[src/rtl/edd_pkg.sv]
// Purpose: shared constants and types of the descriptor DMA
// Assumes: 32-bit memory words, 8-byte descriptors
// Notes: register offsets are byte addresses on the plain port
package edd_pkg;
   localparam int DW = 32;
   localparam int LW = 16;
   localparam logic [7:0] A_RXCTL = 8'h00;
   localparam logic [7:0] A_TXCTL = 8'h04;
   localparam logic [7:0] A_RXLEN = 8'h08;
   localparam logic [7:0] A_RXPTR = 8'h0c;
   localparam logic [7:0] A_TXPTR = 8'h10;
   localparam logic [7:0] A_RXCNT = 8'h14;
   localparam logic [7:0] A_TXCNT = 8'h18;
   localparam logic [7:0] A_STAT = 8'h1c;
   localparam int C_EN = 10;
   localparam int C_HOPT = 11;
   localparam int B_OWN = 31;
   localparam int B_SKIP = 30;
   localparam int B_SOF = 29;
   localparam int B_EOF = 28;
   localparam int B_DONE = 27;
   localparam int B_RXERR = 21;
   localparam int B_OVF = 20;
   localparam int B_THALT = 28;
   localparam int T_ST_LO = 18;
   localparam int T_WID_LO = 16;
   localparam logic [31:0] DESC_W1 = 32'h0000_0004;
   localparam logic [31:0] WORD = 32'h0000_0004;
   localparam logic [15:0] WORD_B = 16'h0004;
   localparam logic [31:0] RXLEN_RST = 32'h0040_05ee;
   typedef struct packed {
      logic req;
      logic we;
      logic [DW-1:0] addr;
      logic [DW-1:0] wdata;
   } edd_mem_s;
   typedef enum logic [12:0] {
      S_IDLE = 13'b0000000000001,
      S_RDESC = 13'b0000000000010,
      S_RPTR = 13'b0000000000100,
      S_RDATA = 13'b0000000001000,
      S_RWB = 13'b0000000010000,
      S_RWBF = 13'b0000000100000,
      S_TDESC = 13'b0000001000000,
      S_TPTR = 13'b0000010000000,
      S_THOLD = 13'b0000100000000,
      S_TRD = 13'b0001000000000,
      S_TOUT = 13'b0010000000000,
      S_TWAIT = 13'b0100000000000,
      S_TWB = 13'b1000000000000
   } edd_state_e;
endpackage

[src/rtl/edd_dma.sv]
// Purpose: descriptor engine between the MAC and system memory
// Assumes: memory slave answers with a one-cycle ack, read data beside it
// Notes: receive and transmit share one memory port, one at a time
//
// Decided for this implementation: the address map and strobed register access.
`timescale 1ns/100ps
`default_nettype none
module edd_dma
   import edd_pkg::*;
(
   input wire logic CLK,
   input wire logic SYS_RST,
   input wire logic CE,
   input wire logic [7:0] REG_ADDR,
   input wire logic [DW-1:0] REG_WDATA,
   input wire logic REG_WR,
   input wire logic REG_RD,
   output logic [DW-1:0] REG_RDATA,
   output edd_mem_s MEM_CMD,
   input wire logic MEM_ACK,
   input wire logic [DW-1:0] MEM_RDATA,
   input wire logic RX_VALID,
   input wire logic [DW-1:0] RX_DATA,
   input wire logic RX_EOF,
   input wire logic RX_TOSS,
   output logic RX_READY,
   output logic TX_VALID,
   output logic [DW-1:0] TX_DATA,
   output logic TX_LAST,
   input wire logic TX_READY,
   input wire logic TX_DONE,
   input wire logic [12:0] TX_STATUS,
   input wire logic MAC_HALT_IMMEDIATE,
   input wire logic MAC_TX_ENABLE
);

////////////////////////////////////////////////////////////////////////
function automatic logic [DW-1:0] daddr(
   input logic [DW-1:0] base,
   input logic [3:0] idx
);
   daddr = base + {25'h0, idx, 3'h0};
endfunction

function automatic logic [3:0] nidx(
   input logic [3:0] idx,
   input logic [3:0] cfg
);
   if (({1'b0, idx} + 5'h01) >= {1'b0, cfg})
      nidx = 4'h0;
   else
      nidx = idx + 4'h1;
endfunction

function automatic edd_mem_s mcmd(
   input logic we,
   input logic [DW-1:0] a,
   input logic [DW-1:0] d
);
   mcmd.req = 1'b1;
   mcmd.we = we;
   mcmd.addr = a;
   mcmd.wdata = d;
endfunction

////////////////////////////////////////////////////////////////////////
logic [DW-1:0] rx_dma_control_reg;
logic [DW-1:0] tx_dma_control_reg;
logic [DW-1:0] rx_length_reg;
logic [DW-1:0] rx_descriptor_pointer_reg;
logic [DW-1:0] tx_descriptor_pointer_reg;
logic [LW-1:0] rx_frame_count_reg;
logic [LW-1:0] tx_frame_count_reg;
logic rx_halted;
logic tx_halted;
edd_state_e state;
logic [3:0] rx_idx;
logic [3:0] tx_idx;
logic [DW-1:0] first_addr;
logic [DW-1:0] wr_addr;
logic [DW-1:0] last_addr;
logic [LW-1:0] total;
logic [LW-1:0] buf_bytes;
logic first;
logic ovf;
logic eof_l;
logic err_l;
logic [LW:0] remain;
logic [LW-1:0] tx_len;
logic [1:0] tx_wid;
logic held;
logic ack;
logic fire;
logic rx_dma_enable;
logic tx_en;
logic [3:0] rx_descriptor_count_cfg;
logic [3:0] tx_descriptor_count_cfg;
logic [LW-1:0] rx_max_frame_size;
logic [LW-1:0] rx_buf_size;
logic [DW-1:0] rx_w1;
logic [DW-1:0] tx_w1;
logic [3:0] rx_n;
logic [3:0] tx_n;

assign ack = MEM_CMD.req && MEM_ACK;
assign fire = RX_READY && RX_VALID;
assign rx_dma_enable = rx_dma_control_reg[C_EN];
assign tx_en = tx_dma_control_reg[C_EN];
assign rx_descriptor_count_cfg = rx_dma_control_reg[3:0];
assign tx_descriptor_count_cfg = tx_dma_control_reg[3:0];
assign rx_max_frame_size = rx_length_reg[LW-1:0];
assign rx_buf_size = rx_length_reg[DW-1:LW];
assign rx_n = nidx(rx_idx, rx_descriptor_count_cfg);
assign tx_n = nidx(tx_idx, tx_descriptor_count_cfg);
// receive word 1 as written back: ownership handed to software
assign rx_w1 = {1'b0, 1'b0, first, eof_l, 6'h0, err_l && eof_l,
   ovf, 4'h0, total};
assign tx_w1 = {1'b0, TX_STATUS[12:11], TX_STATUS[10] | held,
   TX_STATUS[9:0], tx_wid, tx_len};

////////////////////////////////////////////////////////////////////////
// software registers; pointers are never moved by the engine
always_ff @(posedge CLK)
begin
   if (SYS_RST)
   begin
      rx_dma_control_reg <= '0;
      tx_dma_control_reg <= '0;
      rx_length_reg <= RXLEN_RST;
      rx_descriptor_pointer_reg <= '0;
      tx_descriptor_pointer_reg <= '0;
   end
   else if (CE && REG_WR)
   begin
      unique case (REG_ADDR)
         A_RXCTL: rx_dma_control_reg <= REG_WDATA;
         A_TXCTL: tx_dma_control_reg <= REG_WDATA;
         A_RXLEN: rx_length_reg <= REG_WDATA;
         A_RXPTR: rx_descriptor_pointer_reg <= REG_WDATA;
         A_TXPTR: tx_descriptor_pointer_reg <= REG_WDATA;
         default: ;
      endcase
   end
end

always_ff @(posedge CLK)
begin
   if (SYS_RST)
      REG_RDATA <= '0;
   else if (CE)
   begin
      REG_RDATA <= '0;
      if (REG_RD)
      begin
         unique case (REG_ADDR)
            A_RXCTL: REG_RDATA <= rx_dma_control_reg;
            A_TXCTL: REG_RDATA <= tx_dma_control_reg;
            A_RXLEN: REG_RDATA <= rx_length_reg;
            A_RXPTR: REG_RDATA <= rx_descriptor_pointer_reg;
            A_TXPTR: REG_RDATA <= tx_descriptor_pointer_reg;
            A_RXCNT: REG_RDATA <= {16'h0, rx_frame_count_reg};
            A_TXCNT: REG_RDATA <= {16'h0, tx_frame_count_reg};
            A_STAT: REG_RDATA <= {3'h0, state, 14'h0, tx_halted,
               rx_halted};
            default: REG_RDATA <= '0;
         endcase
      end
   end
end

////////////////////////////////////////////////////////////////////////
// halt flags: a control write with enable set clears, a new halt wins
always_ff @(posedge CLK)
begin
   if (SYS_RST)
   begin
      rx_halted <= 1'b0;
      tx_halted <= 1'b0;
   end
   else if (CE)
   begin
      if (REG_WR && REG_ADDR == A_RXCTL && REG_WDATA[C_EN])
         rx_halted <= 1'b0;
      if (REG_WR && REG_ADDR == A_TXCTL && REG_WDATA[C_EN])
         tx_halted <= 1'b0;
      if (state == S_RDESC && ack && !MEM_RDATA[B_OWN]
         && !MEM_RDATA[B_SKIP] && rx_dma_control_reg[C_HOPT])
         rx_halted <= 1'b1;
      if (state == S_TDESC && ack && !MEM_RDATA[B_OWN]
         && tx_dma_control_reg[C_HOPT])
         tx_halted <= 1'b1;
   end
end

////////////////////////////////////////////////////////////////////////
// engine: one memory access at a time, request held until ack
always_ff @(posedge CLK)
begin
   if (SYS_RST)
   begin
      state <= S_IDLE;
      MEM_CMD <= '0;
      RX_READY <= 1'b0;
      TX_VALID <= 1'b0;
      TX_DATA <= '0;
      TX_LAST <= 1'b0;
      rx_idx <= 4'h0;
      tx_idx <= 4'h0;
      rx_frame_count_reg <= '0;
      tx_frame_count_reg <= '0;
      first_addr <= '0;
      wr_addr <= '0;
      last_addr <= '0;
      total <= '0;
      buf_bytes <= '0;
      first <= 1'b0;
      ovf <= 1'b0;
      eof_l <= 1'b0;
      err_l <= 1'b0;
      remain <= '0;
      tx_len <= '0;
      tx_wid <= 2'h0;
      held <= 1'b0;
   end
   else if (CE)
   begin
      if (ack)
         MEM_CMD.req <= 1'b0;
      unique case (state)
         S_IDLE:
         begin
            // receive waits for the MAC to offer data so transmit is not starved
            if (rx_dma_enable && !rx_halted && RX_VALID)
            begin
               first <= 1'b1;
               total <= '0;
               ovf <= 1'b0;
               eof_l <= 1'b0;
               err_l <= 1'b0;
               MEM_CMD <= mcmd(1'b0, daddr(rx_descriptor_pointer_reg,
                  rx_idx) + DESC_W1, '0);
               state <= S_RDESC;
            end
            else if (tx_en && !tx_halted)
            begin
               held <= 1'b0;
               MEM_CMD <= mcmd(1'b0, daddr(tx_descriptor_pointer_reg,
                  tx_idx) + DESC_W1, '0);
               state <= S_TDESC;
            end
         end
         S_RDESC:
         if (ack)
         begin
            if (MEM_RDATA[B_OWN])
            begin
               if (first)
                  first_addr <= MEM_CMD.addr;
               MEM_CMD <= mcmd(1'b0, MEM_CMD.addr - DESC_W1, '0);
               state <= S_RPTR;
            end
            else
            begin
               rx_idx <= rx_n;
               if (rx_n == 4'h0)
                  rx_frame_count_reg <= '0;
               if (MEM_RDATA[B_SKIP] || !rx_dma_control_reg[C_HOPT])
               begin
                  MEM_CMD <= mcmd(1'b0, daddr(rx_descriptor_pointer_reg,
                     rx_n) + DESC_W1, '0);
               end
               else
                  state <= S_IDLE;
            end
         end
         S_RPTR:
         if (ack)
         begin
            wr_addr <= MEM_RDATA;
            buf_bytes <= '0;
            RX_READY <= 1'b1;
            state <= S_RDATA;
         end
         S_RDATA:
         begin
            if (fire)
            begin
               RX_READY <= 1'b0;
               eof_l <= RX_EOF;
               err_l <= RX_TOSS;
               if (ovf || (total + WORD_B) > rx_max_frame_size)
               begin
                  ovf <= 1'b1;
                  MEM_CMD <= mcmd(1'b1, last_addr, RX_DATA);
               end
               else
               begin
                  MEM_CMD <= mcmd(1'b1, wr_addr, RX_DATA);
                  last_addr <= wr_addr;
                  wr_addr <= wr_addr + WORD;
                  total <= total + WORD_B;
                  buf_bytes <= buf_bytes + WORD_B;
               end
            end
            if (ack)
            begin
               // frame end or buffer full: close this descriptor, chain on unless the frame ended
               if (eof_l || (!ovf && buf_bytes >= rx_buf_size))
               begin
                  MEM_CMD <= mcmd(1'b1, daddr(rx_descriptor_pointer_reg,
                     rx_idx) + DESC_W1, rx_w1);
                  state <= S_RWB;
               end
               else
                  RX_READY <= 1'b1;
            end
         end
         S_RWB:
         if (ack)
         begin
            rx_idx <= rx_n;
            if (rx_n == 4'h0)
               rx_frame_count_reg <= '0;
            if (!eof_l)
            begin
               first <= 1'b0;
               MEM_CMD <= mcmd(1'b0, daddr(rx_descriptor_pointer_reg,
                  rx_n) + DESC_W1, '0);
               state <= S_RDESC;
            end
            else if (!first)
            begin
               MEM_CMD <= mcmd(1'b1, first_addr, {3'b001, 1'b1, 1'b1,
                  rx_w1[26:0]});
               state <= S_RWBF;
            end
            else
            begin
               if (rx_n != 4'h0)
                  rx_frame_count_reg <= rx_frame_count_reg + 16'h0001;
               state <= S_IDLE;
            end
         end
         S_RWBF:
         if (ack)
         begin
            if (rx_idx != 4'h0)
               rx_frame_count_reg <= rx_frame_count_reg + 16'h0001;
            state <= S_IDLE;
         end
         S_TDESC:
         if (ack)
         begin
            if (MEM_RDATA[B_OWN])
            begin
               tx_len <= MEM_RDATA[LW-1:0];
               tx_wid <= MEM_RDATA[T_WID_LO+1:T_WID_LO];
               remain <= {1'b0, MEM_RDATA[LW-1:0]}
                  + {15'h0, MEM_RDATA[T_WID_LO+1:T_WID_LO]};
               MEM_CMD <= mcmd(1'b0, MEM_CMD.addr - DESC_W1, '0);
               state <= S_TPTR;
            end
            else
            begin
               if (!tx_dma_control_reg[C_HOPT])
               begin
                  tx_idx <= tx_n;
                  if (tx_n == 4'h0)
                     tx_frame_count_reg <= '0;
               end
               state <= S_IDLE;
            end
         end
         S_TPTR:
         if (ack)
         begin
            wr_addr <= MEM_RDATA;
            if (MAC_HALT_IMMEDIATE || !MAC_TX_ENABLE)
            begin
               held <= 1'b1;
               MEM_CMD <= mcmd(1'b1, daddr(tx_descriptor_pointer_reg,
                  tx_idx) + DESC_W1, {1'b1, 2'h0, 1'b1, 10'h0, tx_wid,
                  tx_len});
               state <= S_THOLD;
            end
            else
            begin
               MEM_CMD <= mcmd(1'b0, MEM_RDATA, '0);
               state <= S_TRD;
            end
         end
         S_THOLD:
         // descriptor stays owned while the MAC holds the frame back
         if (!MEM_CMD.req && MAC_TX_ENABLE && !MAC_HALT_IMMEDIATE)
         begin
            MEM_CMD <= mcmd(1'b0, wr_addr, '0);
            state <= S_TRD;
         end
         S_TRD:
         if (ack)
         begin
            TX_DATA <= MEM_RDATA;
            TX_VALID <= 1'b1;
            TX_LAST <= remain <= 17'h00004;
            wr_addr <= wr_addr + WORD;
            remain <= (remain > 17'h00004) ? remain - 17'h00004 : '0;
            state <= S_TOUT;
         end
         S_TOUT:
         if (TX_VALID && TX_READY)
         begin
            TX_VALID <= 1'b0;
            TX_LAST <= 1'b0;
            if (remain == '0)
               state <= S_TWAIT;
            else
            begin
               MEM_CMD <= mcmd(1'b0, wr_addr, '0);
               state <= S_TRD;
            end
         end
         S_TWAIT:
         if (TX_DONE)
         begin
            MEM_CMD <= mcmd(1'b1, daddr(tx_descriptor_pointer_reg,
               tx_idx) + DESC_W1, tx_w1);
            state <= S_TWB;
         end
         S_TWB:
         if (ack)
         begin
            tx_idx <= tx_n;
            if (tx_n == 4'h0)
               tx_frame_count_reg <= '0;
            else
               tx_frame_count_reg <= tx_frame_count_reg + 16'h0001;
            state <= S_IDLE;
         end
      endcase
   end
end

endmodule
`default_nettype wire

[config.mk]
export PLATFORM = sky130hd
export DESIGN_NAME = edd_dma
export DESIGN_NICKNAME = d
export VERILOG_FILES = /design/src/rtl/edd_pkg.sv /design/src/rtl/edd_dma.sv
export SDC_FILE = /design/constraint.sdc
export NUM_CORES = 2
export LEC_CHECK = 0
export BUFFER_PORTS_ARGS = -buffer_cell sky130_fd_sc_hd__buf_4
export CORE_ASPECT_RATIO = 1.4
export CORE_MARGIN = 2
export CORE_UTILIZATION = 61
export CTS_CLUSTER_SIZE = 16
export DETAILED_ROUTE_END_ITERATION = 12
export PLACE_DENSITY = 0.81
export SETUP_SLACK_MARGIN = 0.5
export SLEW_MARGIN = 20
export SYNTH_ARGS = -nofsm -noshare
export SYNTH_HDL_FRONTEND = slang
export SYNTH_SLANG_ARGS = --single-unit
export TNS_END_PERCENT = 20
[constraint.sdc]
create_clock -name CLK -period 6.08 [get_ports CLK]
set_clock_uncertainty 0.2 [all_clocks]
set_input_delay 0.608 -clock CLK [delete_from_list [all_inputs] [get_ports CLK]]
set_output_delay 0.608 -clock CLK [all_outputs]
set_load 0.01 [all_outputs]
Word-level counts from Yosys, hierarchy flattened
Cells that the tools add are included.
W data, S select, Z words.

word-level totals
  logic and storage cells = 319
  output and inout port bits = 133
  flip-flop bits (word level) = 516

cells by class
  equal/unequal tests = 54
  magnitude comparators = 6
  muxes and demuxes = 122
  add/sub/neg operators = 18
  bitwise gates (word level) = 2
  reduce and logical (&&, ||, !) cells = 83

operators with widths
  cell                     number
  $mux W66                 18
  $pmux W66 S9             1
  $mux W16                 21
  $pmux W32 S8             1
  $mux W13                 16
  $mux W32                 5
  $pmux W13 S12            1
  $add A32 B3 Y32 const B  4
  $add A32 B7 Y32          3
  $pmux W16 S2             3
  $pmux W32 S3             1
  $mux W17                 4
  $mux W65                 1
  $mux W64                 1
  $ne A2 B2 Y1 const B     27
  $pmux W16 S3             1
  $mux W4                  9
  $reduce_and A5 Y1        7
  $pmux W17 S2             1
  $add A16 B1 Y16 const B  2
  $add A16 B3 Y16 const B  2
  $eq A8 B5 Y1 const B     4
  $sub A32 B3 Y32 const B  1
  $mux W1                  23
  other kinds (53)         128

Logic depth before layout (Yosys ltp)
  depth in word-level cells = 10
  depth in mapped cells = 20

Worst setup path before layout
No wires, ideal clock.

  path kind = register -> register
  start = register rx_idx[2]
  end = register MEM_CMD[39] (netlist bit)
  library setup time = 0.132 ns
  path slack = 1.846 ns
  required time = 5.748 ns
  period minus slack after synthesis = 4.234 ns
  cell stages (with the launch flop) = 21
  data arrival time = 3.902 ns
  cells stage by stage = dfxtp_1 clkbuf_1 nand3_1 xor2_1 inv_1 ha_1 a21oi_1 o21ai_0 or2_2 clkbuf_1 nor2_1 ha_1 a211oi_1 o21ai_0 o21ai_0 clkbuf_1 xnor2_1 a22oi_1 o221ai_1 a2111oi_0 nor3_1

between the ends
  longest elaborated chain between the ends = 9
  elaborated cells between the ends (all ways) = 17
  classes of those cells = add/sub: 6; order compare: 1; mux: 10

RTL lines
  item                    line                            source
  from (decl)             edd_dma.sv:77                   logic [3:0] rx_idx;
  from (signal assigned)  edd_dma.sv:264                  rx_idx <= rx_n;
  from (signal assigned)  edd_dma.sv:321                  rx_idx <= rx_n;
  $add A4 B1 Y5 (*)       edd_dma.sv:49                   if (({1'b0, idx} + 5'h01) >= {1'b0, cfg})
  $ge A5 B4 Y1 (*)        edd_dma.sv:49
  $mux W4 (*)             edd_dma.sv:49
  via rx_n[0]             edd_dma.sv:102                  logic [3:0] rx_n;
  $add A32 B7 Y32 (*)     edd_dma.sv:42                   daddr = base + {25'h0, idx, 3'h0};
  $add A32 B3 Y32 (*)     edd_dma.sv:270, edd_dma.sv:328
  $mux W66                edd_dma.sv:267                  if (MEM_RDATA[B_SKIP] || !rx_dma_control_reg[C_HOPT])
  $mux W66                edd_dma.sv:255                  if (MEM_RDATA[B_OWN])
  $mux W66                edd_dma.sv:253                  if (ack)
  $pmux W66 S9 (*)        edd_dma.sv:229                  unique case (state)
  to (signal assigned)    edd_dma.sv:240                  MEM_CMD <= mcmd(1'b0, daddr(rx_descriptor_pointer_reg,
  to (signal assigned)    edd_dma.sv:259                  MEM_CMD <= mcmd(1'b0, MEM_CMD.addr - DESC_W1, '0);
  to (signal assigned)    edd_dma.sv:269                  MEM_CMD <= mcmd(1'b0, daddr(rx_descriptor_pointer_reg,
  to (decl)               edd_dma.sv:19                   output edd_mem_s MEM_CMD,

The timed path passes the listed nets; every way through them passes the cells marked *. The select of a mux whose other input is x is not followed.
A chain may end at the register's enable or synchronous reset.

Worst setup path in the final report
  start = register total[2]
  end = register MEM_CMD[54] (netlist bit)

between the ends
  longest elaborated chain between the ends = 8

RTL lines
  item                    line            source
  from (decl)             edd_dma.sv:82   logic [LW-1:0] total;
  from (signal assigned)  edd_dma.sv:301  total <= total + WORD_B;
  $add A16 B3 Y16 (*)     edd_dma.sv:291  if (ovf || (total + WORD_B) > rx_max_frame_size)
  $gt A16 B16 Y1 (*)      edd_dma.sv:291
  $logic_or A1 B1 Y1 (*)  edd_dma.sv:291
  $mux W64 (*)            edd_dma.sv:291
  $mux W66 (*)            edd_dma.sv:286  if (fire)
  $mux W66                edd_dma.sv:308  if (eof_l || (!ovf && buf_bytes >= rx_buf_size))
  $mux W66 (*)            edd_dma.sv:305  if (ack)
  $pmux W66 S9 (*)        edd_dma.sv:229
  to (signal assigned)    edd_dma.sv:240
  to (signal assigned)    edd_dma.sv:294  MEM_CMD <= mcmd(1'b1, last_addr, RX_DATA);
  to (signal assigned)    edd_dma.sv:310  MEM_CMD <= mcmd(1'b1, daddr(rx_descriptor_pointer_reg,

Mark *: on every way between the ends. The rest lies on a longest branch, timed or not.

==> impl_metrics.env <==
export IMPL_synth_nets=4131
export IMPL_gp_congestion=1.07
export IMPL_rsz0062_at_grt="false"
export IMPL_setup_ws_ps=1100
export IMPL_clockBufferDepth=3
export IMPL_hold_path_class="in -> reg"
export IMPL_antenna_found_initial=1
export IMPL_hpwl_um=85600
export IMPL_hold_depth=2
export IMPL_synth_warnings=0
export IMPL_synth_top_area_frac=0.350
export IMPL_wl_per_cell_um=26.3
export IMPL_fin_crit_sh=0.819
export IMPL_synth_common_cells="796 x nand2_1, 512 x dfxtp_1, 492 x a21oi_1, 325 x nor2_1, 246 x clkbuf_1"
export IMPL_worstReg2RegStart="total[2]"
export IMPL_regMostFlops="MEM_CMD"
export IMPL_cts_buffers=51
export IMPL_yosysMostFrequentCell="nand2_1"
export IMPL_routed_top_layer="met5"
export IMPL_setup_tns_final_ps=0
export IMPL_worst_pin_slew_ps=1210
export IMPL_vdd_drop_max_uv=256
export IMPL_cellPowerDensity_nw_per_um2=308
export IMPL_netlist_top_cells_area="dfxtp_1 35%, nand2_1 10%, a21oi_1 8.4%, nor2_1 4.2%, clkbuf_1 3.2%"
export IMPL_cp_end_kind="flip-flop"
export IMPL_r2r_setup_slack_ps=1100
export IMPL_wl_met2_um=53400
export IMPL_htreeDepth=2
export IMPL_grt_pass1_wl_um=183000
export IMPL_first_pass_iters=10
export IMPL_drc_errors=0
export IMPL_synth_enable_flop_cells=0
export IMPL_io_pin_count=263
export IMPL_ant_nets=0
export IMPL_avgSynthCellArea_um2=7.44
export IMPL_die_area_um2=49800
export IMPL_start_util=0.614
export IMPL_met1_length_um=42400
export IMPL_syn2layout_area_growth_pct=13.4
export IMPL_dp_slack_ps=1090
export IMPL_synth_top_area_cell="dfxtp_1"
export IMPL_yosys_most_used_dff="dfxtp_1"
export IMPL_drt_iter0_drc=4513
export IMPL_power_leakage_nw=11.4
export IMPL_clock_latency_ps=620
export IMPL_syn_inst=3935
export IMPL_hold_viol_final=0
export IMPL_max_cap_viol_count=0
export IMPL_path_clk_slew_ps=80
export IMPL_timing_hold_worst_start="REG_WDATA[3]"
export IMPL_clkSinkCount=512
export IMPL_setup_viol_count_final=0
export IMPL_grt_pass1_vias=30400
export IMPL_wl_met3_um=15100
export IMPL_overflow=0
export IMPL_viasPerCell=6.95
export IMPL_critical_path_class="reg -> reg"
export IMPL_syn_area_um2=29300
export IMPL_final_max_slew_violation_count=0
export IMPL_portBuffers=262
export IMPL_num_nets_final=4191
export IMPL_largest_register_ffs=66
export IMPL_holdPathEnd="rx_length_reg[3]"
export IMPL_vias=32400
export IMPL_drt_wl_total_um=123000
export IMPL_ys_types=103
export IMPL_cp_required_ps=6350
export IMPL_status="complete, no violations"
export IMPL_worstReg2RegEnd="MEM_CMD[54]"
export IMPL_grtUsageTotal=0.478
export IMPL_die_h_um=263
export IMPL_synth_seq_area_share=0.350
export IMPL_rows=95
export IMPL_arrival_ps=5250
export IMPL_start_kind="flip-flop"
export IMPL_ys_ff_latch=512
export IMPL_cts_tree="done"
export IMPL_fmax_ghz=0.201
export IMPL_finalCriticalPeriod_ps=4980
export IMPL_drive_above_1_share=0.121
export IMPL_coreArea_um2=47700
export IMPL_fp_dieW_um=189
export IMPL_clockRootBuffer="clkbuf_16"
export IMPL_critPathMaxFanout=31
export IMPL_max_slew_margin=0.189
export IMPL_grt_max_degree=201
export IMPL_async_reset_ff_frac=0
export IMPL_cts_setup_buffers=0
export IMPL_fillers=4199
export IMPL_reg2regPathDepth=16
[worst max-delay path by stage]
stage                         start          end  cells past startpoint
after CTS                  total[2]  wr_addr[24]                     16
after detailed placement   total[2]  wr_addr[22]                     16
after global placement     total[4]  wr_addr[18]                     15
final                      total[2]  MEM_CMD[54]                     16
after floorplan           rx_idx[2]  MEM_CMD[39]                     20
after global routing       total[2]  MEM_CMD[54]                     16
[layer usage]
| metal | track usage | vias to the layer above |
|---|---|---|
| met4 | 0.386 | 2 |
| met5 | 0 | - |
| li1 | - | 14300 |
| met1 | 0.566 | 15100 |
| met2 | 0.733 | 2399 |
| met3 | 0.119 | 669 |
[cells by family after synthesis]
kind of cell               count (synthesis)  synth area share
muxes                                     49            0.0169
AOI/OAI and AO/OA                       1172             0.257
xor gates and xnor gates                 132            0.0395
adders and majority gates                 66            0.0292
and+or+nand+nor                         1621             0.255
DFF                                      512             0.350
buffers and inverters                    383            0.0522
[what timing repair did]
action                     CTS  global route
setup endpoints to repair    0             2
hold buffers                 0             0
gates resized for setup      0             1
hold endpoints to repair     0             0
[per-stage QoR]
step | power [mW] | std cells | cell area [um^2] | hold slack (ps) | util
2_1_floorplan | 5.70 | 3935 | 29300 | 231 | -
3_3_place_gp | 6.67 | 4572 | 31400 | 237 | 0.658
3_5_place_dp | 6.69 | 4572 | 31400 | 242 | 0.658
4_1_cts | 10.1 | 4664 | 33200 | 37.1 | 0.696
5_1_grt | 10.6 | 4664 | 33200 | 53.2 | 0.697
6_report | 10.2 | 4665 | 33200 | 49.4 | 0.697
[critical path, stage by stage, from the launching register on]
cell and delay (ps):
dfxtp_1 430, ha_1 250, and3_1 250, and3_1 280, and3_1 230, and2_1 150
xor2_1 210, ha_1 290, nand3_1 90, nor3_1 70, and4b_1 230, a21o_1 160
buf_4 300, a211oi_1 1020, o311ai_1 160, a2111oi_0 430, nor3_1 80
[placed cells by master (no fill, tap or decap), types with 62 or more instances in the layout]
master / n
a22oi_1: 111
xor2_1: 68
nor3_1: 75
buf_4: 321
a211oi_1: 73
inv_1: 64
nand3_1: 82
o21ai_0: 128
a21oi_1: 491
nand2_1: 796
ha_1: 62
dfxtp_1: 512
xnor2_1: 64
nor2_1: 317
[where the power goes]
part,leakage (nW),total (mW),switching (mW),internal (mW)
clock,0.872,3.47,1.44,2.03
combinational,6.45,2.83,1.72,1.11
sequential,4.13,3.94,0.377,3.56
[final cells by class]
class                      instances  area (um^2)  share of cell area
timing repair buffer             325         2480              0.0748
clock buffer                      71         1460              0.0440
antenna                            1         2.50           0.0000754
sequential                       512        10200               0.309
multi-input combinational       3040        17600               0.531
tap                              630          788              0.0237
clock inverter                    21          349              0.0105
inverter                          65          244             0.00735
Note: power is estimated with default switching activity, not from simulation.
